`config.mk`:
```
export PLATFORM = sky130hd
export DESIGN_NAME = io_expander
export DESIGN_NICKNAME = d
export VERILOG_FILES = /design/src/hdl/expander_pkg.sv /design/src/hdl/serial_line_if.sv /design/src/hdl/io_expander.sv /design/src/hdl/serial_line_filter.sv
export SDC_FILE = /design/constraint.sdc
export NUM_CORES = 1
export LEC_CHECK = 0
export BUFFER_PORTS_ARGS = -buffer_cell sky130_fd_sc_hd__buf_4
export CAP_MARGIN = 10
export CORE_UTILIZATION = 60
export DETAILED_ROUTE_END_ITERATION = 8
export PLACE_DENSITY = 0.85
export SYNTH_ARGS = -nofsm -noshare
export SYNTH_HDL_FRONTEND = slang
export SYNTH_SLANG_ARGS = --single-unit
export TNS_END_PERCENT = 30
```
`constraint.sdc`:
```
create_clock -name clock -period 4.8 [get_ports clock]
set_input_delay 0.48 -clock clock [delete_from_list [all_inputs] [get_ports clock]]
set_output_delay 0.48 -clock clock [all_outputs]
set_load 0.02 [all_outputs]
```
`src/hdl/expander_pkg.sv`:
```
package expander_pkg;

    // ********************************************************************
    // Geometry
    // ********************************************************************
    localparam int          NUM_BANKS  = 5;
    localparam int          BANK_W     = 8;
    localparam int          IO_W       = 40;
    localparam int          LAST_BANK  = 4;

    // ********************************************************************
    // Command byte layout and pointer groups
    // ********************************************************************
    localparam logic [7:0]  CMD_RST       = 8'h80;
    localparam int          AUTO_STEP_BIT = 7;
    localparam int          PTR_W         = 6;
    localparam logic [2:0]  GRP_LEVEL     = 3'h0;
    localparam logic [2:0]  GRP_DRIVE     = 3'h1;
    localparam logic [2:0]  GRP_INVERT    = 3'h2;
    localparam logic [2:0]  GRP_DIR       = 3'h3;
    localparam logic [2:0]  GRP_MASK      = 3'h4;

    // ********************************************************************
    // Register reset values (direction 1 = input)
    // ********************************************************************
    localparam logic [7:0]  DRV_RST    = 8'h00;
    localparam logic [7:0]  INV_RST    = 8'h00;
    localparam logic [7:0]  DIR_RST    = 8'hff;
    localparam logic [7:0]  MSK_RST    = 8'h00;
    localparam logic [7:0]  RD_IDLE    = 8'hff;

    // ********************************************************************
    // Slave address: fixed upper bits (value arbitrary), direction bit
    // ********************************************************************
    localparam logic [3:0]  ADDR_UPPER = 4'h2;
    localparam logic        RW_READ    = 1'b1;
    localparam logic [3:0]  BITS_BYTE  = 4'h8;

    // ********************************************************************
    // Timing
    // ********************************************************************
    localparam int          CLK_NS     = 5;
    localparam int          FILT_NS    = 50;
    localparam int          FILT_CYC   = (FILT_NS + CLK_NS - 1) / CLK_NS;
    localparam logic [3:0]  FILT_LAST  = 4'(FILT_CYC - 1);
    localparam logic [1:0]  INIT_DONE  = 2'h3;

    // ********************************************************************
    // Serial slave states
    // ********************************************************************
    typedef enum logic [8:0] {
        ST_IDLE  = 9'h001,
        ST_ADDR  = 9'h002,
        ST_AACK  = 9'h004,
        ST_CMD   = 9'h008,
        ST_CACK  = 9'h010,
        ST_WDATA = 9'h020,
        ST_WACK  = 9'h040,
        ST_RDATA = 9'h080,
        ST_RACK  = 9'h100
    } slave_state_e;

endpackage

```
`src/hdl/serial_line_if.sv`:
```
`timescale 1ns/1ps
`default_nettype none

// Filtered serial lines and their events
interface serial_line_if;
    logic scl;
    logic sda;
    logic scl_rise;
    logic scl_fall;
    logic start;
    logic stop;
    modport filt (output scl, sda, scl_rise, scl_fall, start, stop);
    modport core (input  scl, sda, scl_rise, scl_fall, start, stop);
endinterface

`default_nettype wire

```
`src/hdl/io_expander.sv`:
```
// Contract
// - Forty pins, five banks, per-pin direction
// - Bank outputs change at data byte acknowledge
// - Masked pins never raise the change interrupt
// - Inverted pins read back complemented
// - Open-drain interrupt on unmasked input change
// - Output enable high tri-states outputs, keeps values
// - Reset makes all forty pins inputs
// - Reset restores every setting and bus logic
// - Three address pins form low address bits
// - First byte bit zero: one reads, zero writes
// - First write byte loads the command register
// - Works at 100 kHz and 400 kHz
// - Glitches under 50 ns are rejected
// - Low six command bits point at register
// - Auto-step low pointer bits, wrap at five
// - Command register resets to 0x80
// - Writes to input banks are not acknowledged
`timescale 1ns/1ps
`default_nettype none

module io_expander (
    input  wire logic                     clock,            // 200 MHz clock
    input  wire logic                     arst_n,           // Reset pin
    input  wire logic                     scl_in,           // Serial clock
    input  wire logic                     sda_in,           // Serial data in
    output var  logic                     sda_out,          // Data level, 0
    output var  logic                     sda_oe,           // Pull data low
    input  wire logic                     addr_select_bit0, // Address bit 0
    input  wire logic                     addr_select_bit1, // Address bit 1
    input  wire logic                     addr_select_bit2, // Address bit 2
    input  wire logic                     out_enable_n,     // Output enable
    input  wire logic [expander_pkg::IO_W-1:0] io_in,       // Pin levels
    output var  logic [expander_pkg::IO_W-1:0] io_out,      // Pin drive
    output var  logic [expander_pkg::IO_W-1:0] io_oe,       // Pin enable
    output var  logic                     int_out,          // Int level, 0
    output var  logic                     int_oe            // Pull int low
);
    import expander_pkg::*;

    serial_line_if bus ();

    serial_line_filter u_filter (
        .clock  (clock),
        .arst_n (arst_n),
        .scl_in (scl_in),
        .sda_in (sda_in),
        .bus    (bus)
    );

    // ********************************************************************
    // Helpers
    // ********************************************************************
    // Auto-step: bump low bits, skip reserved, wrap at last bank
    function automatic logic [7:0] step_ptr(input logic [7:0] cmd);
        logic [7:0] r;
        r = cmd;
        if (cmd[AUTO_STEP_BIT]) begin
            if (cmd[2:0] >= 3'(LAST_BANK)) begin
                r[2:0] = 3'h0;
            end else begin
                r[2:0] = cmd[2:0] + 3'h1;
            end
        end
        return r;
    endfunction

    // Pointer lands on a real bank of the given group
    function automatic logic ptr_hits(input logic [7:0] cmd,
                                      input logic [2:0] grp);
        return cmd[5:3] == grp && cmd[2:0] <= 3'(LAST_BANK);
    endfunction

    // ********************************************************************
    // Pin synchronisers
    // ********************************************************************
    logic [IO_W-1:0] pin_meta_r, pin_sync_r;
    logic [3:0]      ctl_meta_r, ctl_sync_r;

    always_ff @(posedge clock or negedge arst_n) begin
        if (!arst_n) begin
            pin_meta_r <= '0;
            pin_sync_r <= '0;
            ctl_meta_r <= 4'h8;
            ctl_sync_r <= 4'h8;
        end else begin
            pin_meta_r <= io_in;
            pin_sync_r <= pin_meta_r;
            ctl_meta_r <= {out_enable_n, addr_select_bit2,
                           addr_select_bit1, addr_select_bit0};
            ctl_sync_r <= ctl_meta_r;
        end
    end

    // ********************************************************************
    // Serial slave and register banks
    // ********************************************************************
    slave_state_e state_r,  state_nxt;
    logic [3:0]   bitcnt_r, bitcnt_nxt;
    logic [7:0]   shift_r,  shift_nxt;
    logic [7:0]   cmd_r,    cmd_nxt;
    logic         sda_oe_r, sda_oe_nxt;
    logic [1:0]   init_r,   init_nxt;
    logic [7:0]   drv_r  [NUM_BANKS];
    logic [7:0]   drv_nxt[NUM_BANKS];
    logic [7:0]   inv_r  [NUM_BANKS];
    logic [7:0]   inv_nxt[NUM_BANKS];
    logic [7:0]   dir_r  [NUM_BANKS];
    logic [7:0]   dir_nxt[NUM_BANKS];
    logic [7:0]   msk_r  [NUM_BANKS];
    logic [7:0]   msk_nxt[NUM_BANKS];
    logic [7:0]   last_r [NUM_BANKS];
    logic [7:0]   last_nxt[NUM_BANKS];
    logic [7:0]   rd_byte;
    logic [2:0]   bk;

    // Byte the pointer selects for a read
    always_comb begin
        bk      = (cmd_r[2:0] <= 3'(LAST_BANK)) ? cmd_r[2:0] : 3'h0;
        rd_byte = RD_IDLE;
        if (ptr_hits(cmd_r, GRP_LEVEL)) begin
            rd_byte = pin_sync_r[bk*BANK_W +: BANK_W] ^ inv_r[bk];
        end else if (ptr_hits(cmd_r, GRP_DRIVE)) begin
            rd_byte = drv_r[bk];
        end else if (ptr_hits(cmd_r, GRP_INVERT)) begin
            rd_byte = inv_r[bk];
        end else if (ptr_hits(cmd_r, GRP_DIR)) begin
            rd_byte = dir_r[bk];
        end else if (ptr_hits(cmd_r, GRP_MASK)) begin
            rd_byte = msk_r[bk];
        end
    end

    // Next state of the slave and its registers
    always_comb begin
        state_nxt  = state_r;
        bitcnt_nxt = bitcnt_r;
        shift_nxt  = shift_r;
        cmd_nxt    = cmd_r;
        sda_oe_nxt = sda_oe_r;
        init_nxt   = init_r;
        drv_nxt    = drv_r;
        inv_nxt    = inv_r;
        dir_nxt    = dir_r;
        msk_nxt    = msk_r;
        last_nxt   = last_r;
        // Seed the reference levels once synchronisers have filled
        if (init_r != INIT_DONE) begin
            init_nxt = init_r + 2'h1;
            for (int i = 0; i < NUM_BANKS; i++) begin
                last_nxt[i] = pin_sync_r[i*BANK_W +: BANK_W];
            end
        end
        if (bus.start) begin
            state_nxt  = ST_ADDR;
            bitcnt_nxt = 4'h0;
            sda_oe_nxt = 1'b0;
        end else if (bus.stop) begin
            state_nxt  = ST_IDLE;
            sda_oe_nxt = 1'b0;
        end else if (bus.scl_rise) begin
            case (state_r)
                ST_ADDR, ST_CMD, ST_WDATA: begin
                    shift_nxt  = {shift_r[6:0], bus.sda};
                    bitcnt_nxt = bitcnt_r + 4'h1;
                end
                ST_RACK: begin
                    shift_nxt[0] = bus.sda;
                end
                default: begin
                end
            endcase
        end else if (bus.scl_fall) begin
            case (state_r)
                ST_ADDR: begin
                    if (bitcnt_r == BITS_BYTE) begin
                        bitcnt_nxt = 4'h0;
                        if (shift_r[7:1] ==
                            {ADDR_UPPER, ctl_sync_r[2:0]}) begin
                            sda_oe_nxt = 1'b1;
                            state_nxt  = ST_AACK;
                        end else begin
                            state_nxt  = ST_IDLE;
                        end
                    end
                end
                ST_AACK: begin
                    sda_oe_nxt = 1'b0;
                    if (shift_r[0] == RW_READ) begin
                        state_nxt  = ST_RDATA;
                        shift_nxt  = rd_byte;
                        sda_oe_nxt = ~rd_byte[7];
                        bitcnt_nxt = 4'h1;
                        cmd_nxt    = step_ptr(cmd_r);
                        if (ptr_hits(cmd_r, GRP_LEVEL)) begin
                            last_nxt[bk] =
                                pin_sync_r[bk*BANK_W +: BANK_W];
                        end
                    end else begin
                        state_nxt = ST_CMD;
                    end
                end
                ST_CMD: begin
                    if (bitcnt_r == BITS_BYTE) begin
                        bitcnt_nxt = 4'h0;
                        cmd_nxt    = shift_r;
                        sda_oe_nxt = 1'b1;
                        state_nxt  = ST_CACK;
                    end
                end
                ST_CACK, ST_WACK: begin
                    sda_oe_nxt = 1'b0;
                    state_nxt  = ST_WDATA;
                end
                ST_WDATA: begin
                    if (bitcnt_r == BITS_BYTE) begin
                        bitcnt_nxt = 4'h0;
                        cmd_nxt    = step_ptr(cmd_r);
                        sda_oe_nxt = 1'b1;
                        state_nxt  = ST_WACK;
                        if (ptr_hits(cmd_r, GRP_DRIVE)) begin
                            drv_nxt[bk] = shift_r;
                        end else if (ptr_hits(cmd_r, GRP_INVERT)) begin
                            inv_nxt[bk] = shift_r;
                        end else if (ptr_hits(cmd_r, GRP_DIR)) begin
                            dir_nxt[bk] = shift_r;
                        end else if (ptr_hits(cmd_r, GRP_MASK)) begin
                            msk_nxt[bk] = shift_r;
                        end else begin
                            sda_oe_nxt = 1'b0;
                            state_nxt  = ST_IDLE;
                        end
                    end
                end
                ST_RDATA: begin
                    if (bitcnt_r == BITS_BYTE) begin
                        bitcnt_nxt = 4'h0;
                        sda_oe_nxt = 1'b0;
                        state_nxt  = ST_RACK;
                    end else begin
                        shift_nxt  = {shift_r[6:0], 1'b0};
                        sda_oe_nxt = ~shift_r[6];
                        bitcnt_nxt = bitcnt_r + 4'h1;
                    end
                end
                ST_RACK: begin
                    if (shift_r[0] == 1'b0) begin
                        state_nxt  = ST_RDATA;
                        shift_nxt  = rd_byte;
                        sda_oe_nxt = ~rd_byte[7];
                        bitcnt_nxt = 4'h1;
                        cmd_nxt    = step_ptr(cmd_r);
                        if (ptr_hits(cmd_r, GRP_LEVEL)) begin
                            last_nxt[bk] =
                                pin_sync_r[bk*BANK_W +: BANK_W];
                        end
                    end else begin
                        state_nxt = ST_IDLE;
                    end
                end
                default: begin
                    state_nxt = state_r;
                end
            endcase
        end
    end

    always_ff @(posedge clock or negedge arst_n) begin
        if (!arst_n) begin
            state_r  <= ST_IDLE;
            bitcnt_r <= 4'h0;
            shift_r  <= 8'h00;
            cmd_r    <= CMD_RST;
            sda_oe_r <= 1'b0;
            init_r   <= 2'h0;
            for (int i = 0; i < NUM_BANKS; i++) begin
                drv_r[i]  <= DRV_RST;
                inv_r[i]  <= INV_RST;
                dir_r[i]  <= DIR_RST;
                msk_r[i]  <= MSK_RST;
                last_r[i] <= 8'h00;
            end
        end else begin
            state_r  <= state_nxt;
            bitcnt_r <= bitcnt_nxt;
            shift_r  <= shift_nxt;
            cmd_r    <= cmd_nxt;
            sda_oe_r <= sda_oe_nxt;
            init_r   <= init_nxt;
            drv_r    <= drv_nxt;
            inv_r    <= inv_nxt;
            dir_r    <= dir_nxt;
            msk_r    <= msk_nxt;
            last_r   <= last_nxt;
        end
    end

    // ********************************************************************
    // Pin drivers and change interrupt
    // ********************************************************************
    logic [IO_W-1:0] io_out_nxt, io_oe_nxt;
    logic            int_nxt;

    always_comb begin
        int_nxt = 1'b0;
        for (int i = 0; i < NUM_BANKS; i++) begin
            io_out_nxt[i*BANK_W +: BANK_W] = drv_r[i];
            io_oe_nxt[i*BANK_W +: BANK_W]  =
                ~dir_r[i] & {BANK_W{~ctl_sync_r[3]}};
            if (init_r == INIT_DONE &&
                |((pin_sync_r[i*BANK_W +: BANK_W] ^ last_r[i])
                  & dir_r[i] & ~msk_r[i])) begin
                int_nxt = 1'b1;
            end
        end
    end

    always_ff @(posedge clock or negedge arst_n) begin
        if (!arst_n) begin
            io_out  <= '0;
            io_oe   <= '0;
            int_oe  <= 1'b0;
            int_out <= 1'b0;
            sda_out <= 1'b0;
            sda_oe  <= 1'b0;
        end else begin
            io_out  <= io_out_nxt;
            io_oe   <= io_oe_nxt;
            int_oe  <= int_nxt;
            int_out <= 1'b0;
            sda_out <= 1'b0;
            sda_oe  <= sda_oe_r;
        end
    end

endmodule

`default_nettype wire

```
`src/hdl/serial_line_filter.sv`:
```
`timescale 1ns/1ps
`default_nettype none

module serial_line_filter
    import expander_pkg::*;
(
    input  wire logic       clock,    // System clock
    input  wire logic       arst_n,   // Async reset, active low
    input  wire logic       scl_in,   // Serial clock pin
    input  wire logic       sda_in,   // Serial data pin
    serial_line_if.filt     bus       // Filtered levels and events
);

    logic [1:0] meta_r;
    logic [1:0] sync_r;
    logic [1:0] level_r,  level_nxt;
    logic [3:0] cnt_r [2];
    logic [3:0] cnt_nxt [2];
    logic [3:0] ev_r,     ev_nxt;

    // ********************************************************************
    // Two-flop synchronisers
    // ********************************************************************
    always_ff @(posedge clock or negedge arst_n) begin
        if (!arst_n) begin
            meta_r <= 2'h3;
            sync_r <= 2'h3;
        end else begin
            meta_r <= {sda_in, scl_in};
            sync_r <= meta_r;
        end
    end

    // ********************************************************************
    // Accept a level only after it stays put for the filter span
    // ********************************************************************
    always_comb begin
        level_nxt = level_r;
        for (int i = 0; i < 2; i++) begin
            cnt_nxt[i] = 4'h0;
            if (sync_r[i] != level_r[i]) begin
                if (cnt_r[i] == FILT_LAST) begin
                    level_nxt[i] = sync_r[i];
                end else begin
                    cnt_nxt[i] = cnt_r[i] + 4'h1;
                end
            end
        end
        // Events: scl rise, scl fall, start, stop
        ev_nxt[0] = level_nxt[0] & ~level_r[0];
        ev_nxt[1] = ~level_nxt[0] & level_r[0];
        ev_nxt[2] = level_r[0] & level_nxt[0] & level_r[1] & ~level_nxt[1];
        ev_nxt[3] = level_r[0] & level_nxt[0] & ~level_r[1] & level_nxt[1];
    end

    always_ff @(posedge clock or negedge arst_n) begin
        if (!arst_n) begin
            level_r  <= 2'h3;
            cnt_r[0] <= 4'h0;
            cnt_r[1] <= 4'h0;
            ev_r     <= 4'h0;
        end else begin
            level_r  <= level_nxt;
            cnt_r    <= cnt_nxt;
            ev_r     <= ev_nxt;
        end
    end

    assign bus.scl      = level_r[0];
    assign bus.sda      = level_r[1];
    assign bus.scl_rise = ev_r[0];
    assign bus.scl_fall = ev_r[1];
    assign bus.start    = ev_r[2];
    assign bus.stop     = ev_r[3];

endmodule

`default_nettype wire

```
# Word level (Yosys, flattened, before mapping)

Cells that the tools add are included.

Reduce and logical (&&, ||, !) cells: 37
Add/sub/neg operators: 5
Bitwise operators: 55
Order comparisons: 4
Equal/unequal tests: 42
Shift operators: 1
Multiplexer cells: 104

Operators with widths:

| operator                                                        | count |
|---|---|
| 40-bit two-way mux                                              | 8 |
| 40-bit bitwise mux                                              | 5 |
| 8-bit two-way mux                                               | 22 |
| 8-bit AND                                                       | 15 |
| 8-bit binary-select mux with 3-bit select                       | 4 |
| 8-bit NOT                                                       | 10 |
| 40-bit case mux with 2 select lines                             | 1 |
| 9-bit two-way mux                                               | 8 |
| 9-bit case mux with 7 select lines                              | 1 |
| 4-bit two-way mux                                               | 13 |
| 8-bit bitwise XOR                                               | 6 |
| 8-bit OR reduction                                              | 5 |
| 40-bit by 7-bit indexed part select with 8-bit output           | 1 |
| 7-bit two-way mux                                               | 5 |
| 4-bit by 2-bit != test with 1-bit output, second input constant | 8 |
| 8-bit case mux with 4 select lines                              | 1 |
| 9-bit AND reduction                                             | 3 |
| 1-bit two-way mux                                               | 25 |
| 8-bit demux with 3-bit select                                   | 1 |
| 8-bit case mux with 3 select lines                              | 1 |
| 8-bit AND reduction                                             | 3 |
| 3-bit two-way mux                                               | 7 |
| 7-bit AND reduction                                             | 3 |
| 2-bit != test, second input constant                            | 8 |
| 42 further kinds                                                | 84 |

Input bits: 48
Output and inout bits: 84
Register bits after elaboration: 420
Logic and storage cells: 295

# Logic depth before layout (Yosys ltp)

Depth after elaboration: 18
Depth in mapped cells: 14
Gate-level depth less buffers: 9

# By module

Synthesis repeated with hierarchy kept, for this count alone.

Cells, all modules: 1598
Area total of the unflattened synthesis: 18621.6 um^2

By module, submodules not included:

| module             | seq. area each (um^2) | cells an instance | times used | area an instance (um^2) |
|---|---|---|---|---|
| io_expander        | 10089.7               | 1546              | 1          | 17897.2 |
| serial_line_filter | 457.9                 | 52                | 1          | 724.4 |

# Least setup slack after synthesis

Ideal clock, no wire load.

Path type: register to register
Start: register cmd_r[1]
End: register msk_r[10] (netlist bit)
Cell stages (with the launch flop): 13
Setup slack: 1474 ps
Arrival: 3202 ps
Required time: 4675 ps
Period minus slack after synthesis: 3326 ps
Buffers on the path: 5
Library setup time: 125 ps
Cells stage by stage: dfrtp_1 clkbuf_1 clkbuf_1 inv_1 clkbuf_1 ha_1 nand2b_1 clkbuf_1 buf_1 nand3_1 nor2_1 nand3_1 mux2_2

Cells in the longest elaborated chain, start to end: 8
Elaborated cells between the ends (all ways): 17
Those cells by class: order compare: 3; mux: 4; bitwise: 4; reduce/logical: 6

RTL lines:

| what                                                                                                                     | RTL line                              | text |
|---|---|---|
| start, declared                                                                                                          | io_expander.sv:101                    | `logic [7:0] cmd_r, cmd_nxt;` |
| start signal, assigned                                                                                                   | io_expander.sv:287                    | `cmd_r <= cmd_nxt;` |
| 3-bit less-or-equal comparator                                                                                           | io_expander.sv:71, io_expander.sv:119 |  |
| 3-bit two-way mux                                                                                                        | io_expander.sv:119                    | `bk = (cmd_r[2:0] <= 3'(LAST_BANK)) ? cmd_r[2:0] : 3'h0;` |
| 3-bit NOT with 4-bit output (not written as such)                                                                        | io_expander.sv:228                    | `msk_nxt[bk] = shift_r;` |
| 4-bit greater-or-equal comparator (not written as such) or 4-bit by 1-bit < comparator with 1-bit output (tied branches) | io_expander.sv:228                    |  |
| 1-bit logical AND (not written as such)                                                                                  | io_expander.sv:228                    |  |
| 8-bit two-way mux (not written as such)                                                                                  | io_expander.sv:228                    |  |
| 8-bit demux with 3-bit select                                                                                            | io_expander.sv:228                    |  |
| 40-bit bitwise mux                                                                                                       | io_expander.sv:228                    |  |
| end signal, assigned                                                                                                     | io_expander.sv:293                    | `msk_r <= msk_nxt;` |
| end, declared                                                                                                            | io_expander.sv:110                    | `logic [7:0] msk_r [NUM_BANKS];` |

Several ways; a longest one is shown, not always the timed one.
A chain may end at the register's enable or synchronous reset.

==> flow_summary.yaml <==
floorplan:
  die_area_um2: 31500
  core_area_um2: 30000
  pin_count: 132
  die_w_um: 178
  die_height_um: 178
  start_util: 0.617
  num_rows: 63
clock_network:
  cts_buffers: 42
  cts_resized: 0
  clock_latency_ns: 0.56
  clockBufferDepth: 3
  clockRootBuffer: "clkbuf_16"
  cts.sinks: 419
  ctsHoldBuffers: 0
  clk_pin_slew_worst_paths_ns: 0.06
  cts_tree: "built"
  htree_levels: 2
  post_cts_buffers: 0
setup_path:
  rrSetupSlack_ns: 0.96
  start_kind: "register"
  path_class: "register to register"
  path_delay_family: "simple AND/OR/NAND/NOR gates"
  path_common_cell: "nor2_1"
  critPathLaunch: "cmd_r[0]"
  crit_buf_inv: 2
  reg2reg_depth: 10
  critPathCapture: "last_r[18]"
  crit_cells: 10
  reg2reg_from: "cmd_r[0]"
  path_max_fanout: 55
  cp_cell_sequence: "clkinv_1 > ha_1 > nor2b_1 > nor2_1 > nand2_1 > nor3_1 > buf_4 > nor2_1 > a21oi_1 > o22ai_1"
  slowest_delay_ns: 0.71
  endpoint_kind: "register"
  cp_slowest_cell: "dfrtp_4"
  r2r_end: "last_r[18]"
  crit_required_ns: 5.19
  arrival_ns: 4.23
sta:
  worstMarginPinSlew_ns: 1.29
  fin_setup_tns_ns: 0
  hold_viol: 0
  timing.slew.headroom: 0.143
  setup_viol: 0
  fin_crit_sh: 0.801
  fmax_ghz: 0.260
  drv_slew: 0
  fin_ws_ns: 0.957
  rsz0062_at_grt: "no"
  fin_crit_ns: 3.84
  skew_ns: 0.0318
power_and_ir_drop:
  p_leak_nw: 9.77
  ir_drop_v: 0.000331
  power_mw: 7.19
  p_per_area_nw_per_um2: 340
finish:
  stdcell_area_um2: 21200
  final_cell_mix: "dfrtp_1 (368), mux2_2 (175), nor2_1 (149)"
  layout-drive-gt1-share: 0.268
  fin_cells: 2124
  area_growth_pct: 14.5
  final_common_cell: "dfrtp_1"
  n_antenna_cell: 0
  final_nets: 1755
  n_fill_cell: 2081
drt:
  dr.pass1.iters: 5
  wl_per_cell_um: 24.1
  drc: 0
  viasPerCell: 6.42
  wl_um: 51100
  num_vias: 13626
  drtAntennaViolNets: 0
  drt_iter0_drc: 1366
worst_hold_path:
  hold_class: "input pin to register"
placed_design:
  place_ws_ns: 1.20
  portBuffers: 129
  postPlaceCellArea_um2: 19800
  dp_hpwl_um: 34500
  gp_congestion: 0.988
  place_inst: 2046
flow_run:
  cap_viol_max_count: 0
synth:
  synth_simple_gate_area_frac: 0.101
  synth_seq_cells: 419
  synthFlopType: "dfrtp_1"
  synth_edf_count: 0
  synthAdderAreaFrac: 0.00474
  ys_seq_area_frac: 0.571
  synth-compound-area-share: 0.114
  ys_async_sr_fraction: 1.00
  synth_top_family_by_area: "multiplexers"
  synth_area_per_cell_um2: 11.5
  netlist_instances: 1606
  yosysUniqueCellTypes: 68
  synth-xor-area-share: 0.0289
  muxShareOfSynthArea: 0.144
  ys_warn_count: 0
  syn-cell-area_um2: 18500
global_route:
  gr-total-overflow: 0
  grt-busiest-layer: "met2"
  grt_pass1_vias: 13631
  grt_pass1_wl_um: 78800
  grt_use_met2: 0.539
  use_met1: 0.438
  grt_max_degree: 125
  use_met3: 0.0518
  grt_use_total: 0.334
  antenna_found_initial: 1
run_status:
  status: "completed"
==> cells in the mapped netlist (24+ instances only) <==
| cell type | n | area, um^2 |
|---|---|---|
| a31oi_1 | 45 | 282 |
| mux2i_1 | 56 | 561 |
| nor2_1 | 150 | 563 |
| mux2_2 | 175 | 1970 |
| o22ai_1 | 51 | 319 |
| a21oi_1 | 73 | 365 |
| inv_1 | 72 | 270 |
| o221ai_1 | 29 | 254 |
| dfrtp_1 | 369 | 9230 |
| xnor2_1 | 37 | 324 |
| nand2_1 | 86 | 323 |
| xor2_1 | 24 | 210 |
| nand2b_1 | 25 | 156 |
| clkbuf_1 | 80 | 300 |
| dfstp_2 | 50 | 1310 |
| o21ai_0 | 46 | 230 |
==> report_power, final <==
| part | internal (mW) | leakage [nW] | switching, mW | total [mW] |
|---|---|---|---|---|
| logic | 0.116 | 3.85 | 0.179 | 0.295 |
| registers | 3.62 | 5.27 | 0.0640 | 3.68 |
| clock network | 1.84 | 0.655 | 1.38 | 3.21 |
==> final cells by class <==
cell class / count / area [um^2] / share of cell area
timing repair buffer: 151 / 1180 / 0.0557
inverter: 73 / 274 / 0.0129
clock buffer: 55 / 1160 / 0.0548
clock inverter: 23 / 215 / 0.0102
sequential: 419 / 10600 / 0.499
tap: 390 / 488 / 0.0231
multi-input combinational: 1013 / 7290 / 0.345
==> worst min-delay path by stage <==
stage / slack [ns] / endpoint / cells after the start / from
floorplan: 0.18 / bitcnt_r[0] / 0 / arst_n
global placement: 0.33 / pin_sync_r[2] / 0 / pin_meta_r[2]
detailed placement: 0.33 / pin_sync_r[13] / 0 / pin_meta_r[13]
CTS: 0.02 / pin_meta_r[8] / 1 / io_in[8]
global route: 0.02 / pin_meta_r[5] / 1 / io_in[5]
finish: 0.03 / pin_meta_r[8] / 1 / io_in[8]
==> routing by layer <==
metal,wire (um),vias up
met4,2880,2
met1,19500,6782
met5,12,-
met2,24500,776
met3,4250,165
li1,-,5901
==> worst reg2reg max path, delay by kind of cell (launching register included) <==
kind                     cells  cell delay [ns]
AO/OA/AOI/OAI                2             0.25
adder cells (fa/ha/maj)      1             0.38
buffers and inverters        2             0.60
flip-flops                   1             0.71
AND/OR/NAND/NOR              5             1.78
==> cells by family after synthesis <==
group | after synthesis
AND/OR/NAND/NOR | 379
other | 1
XOR/XNOR | 61
multiplexers | 242
adder cells (fa/ha/maj) | 7
AO/OA/AOI/OAI | 322
flip-flops | 419
buffers and inverters | 175
==> per-stage QoR <==
| stage | hold slack, ns | utilization |
|---|---|---|
| global placement | 0.331 | 0.661 |
| global route | 0.0193 | 0.706 |
| detailed placement | 0.335 | 0.661 |
| floorplan | 0.184 | - |
| finish | 0.0340 | 0.706 |
| CTS | 0.0231 | 0.706 |
Power figures use the tool's default switching activity.
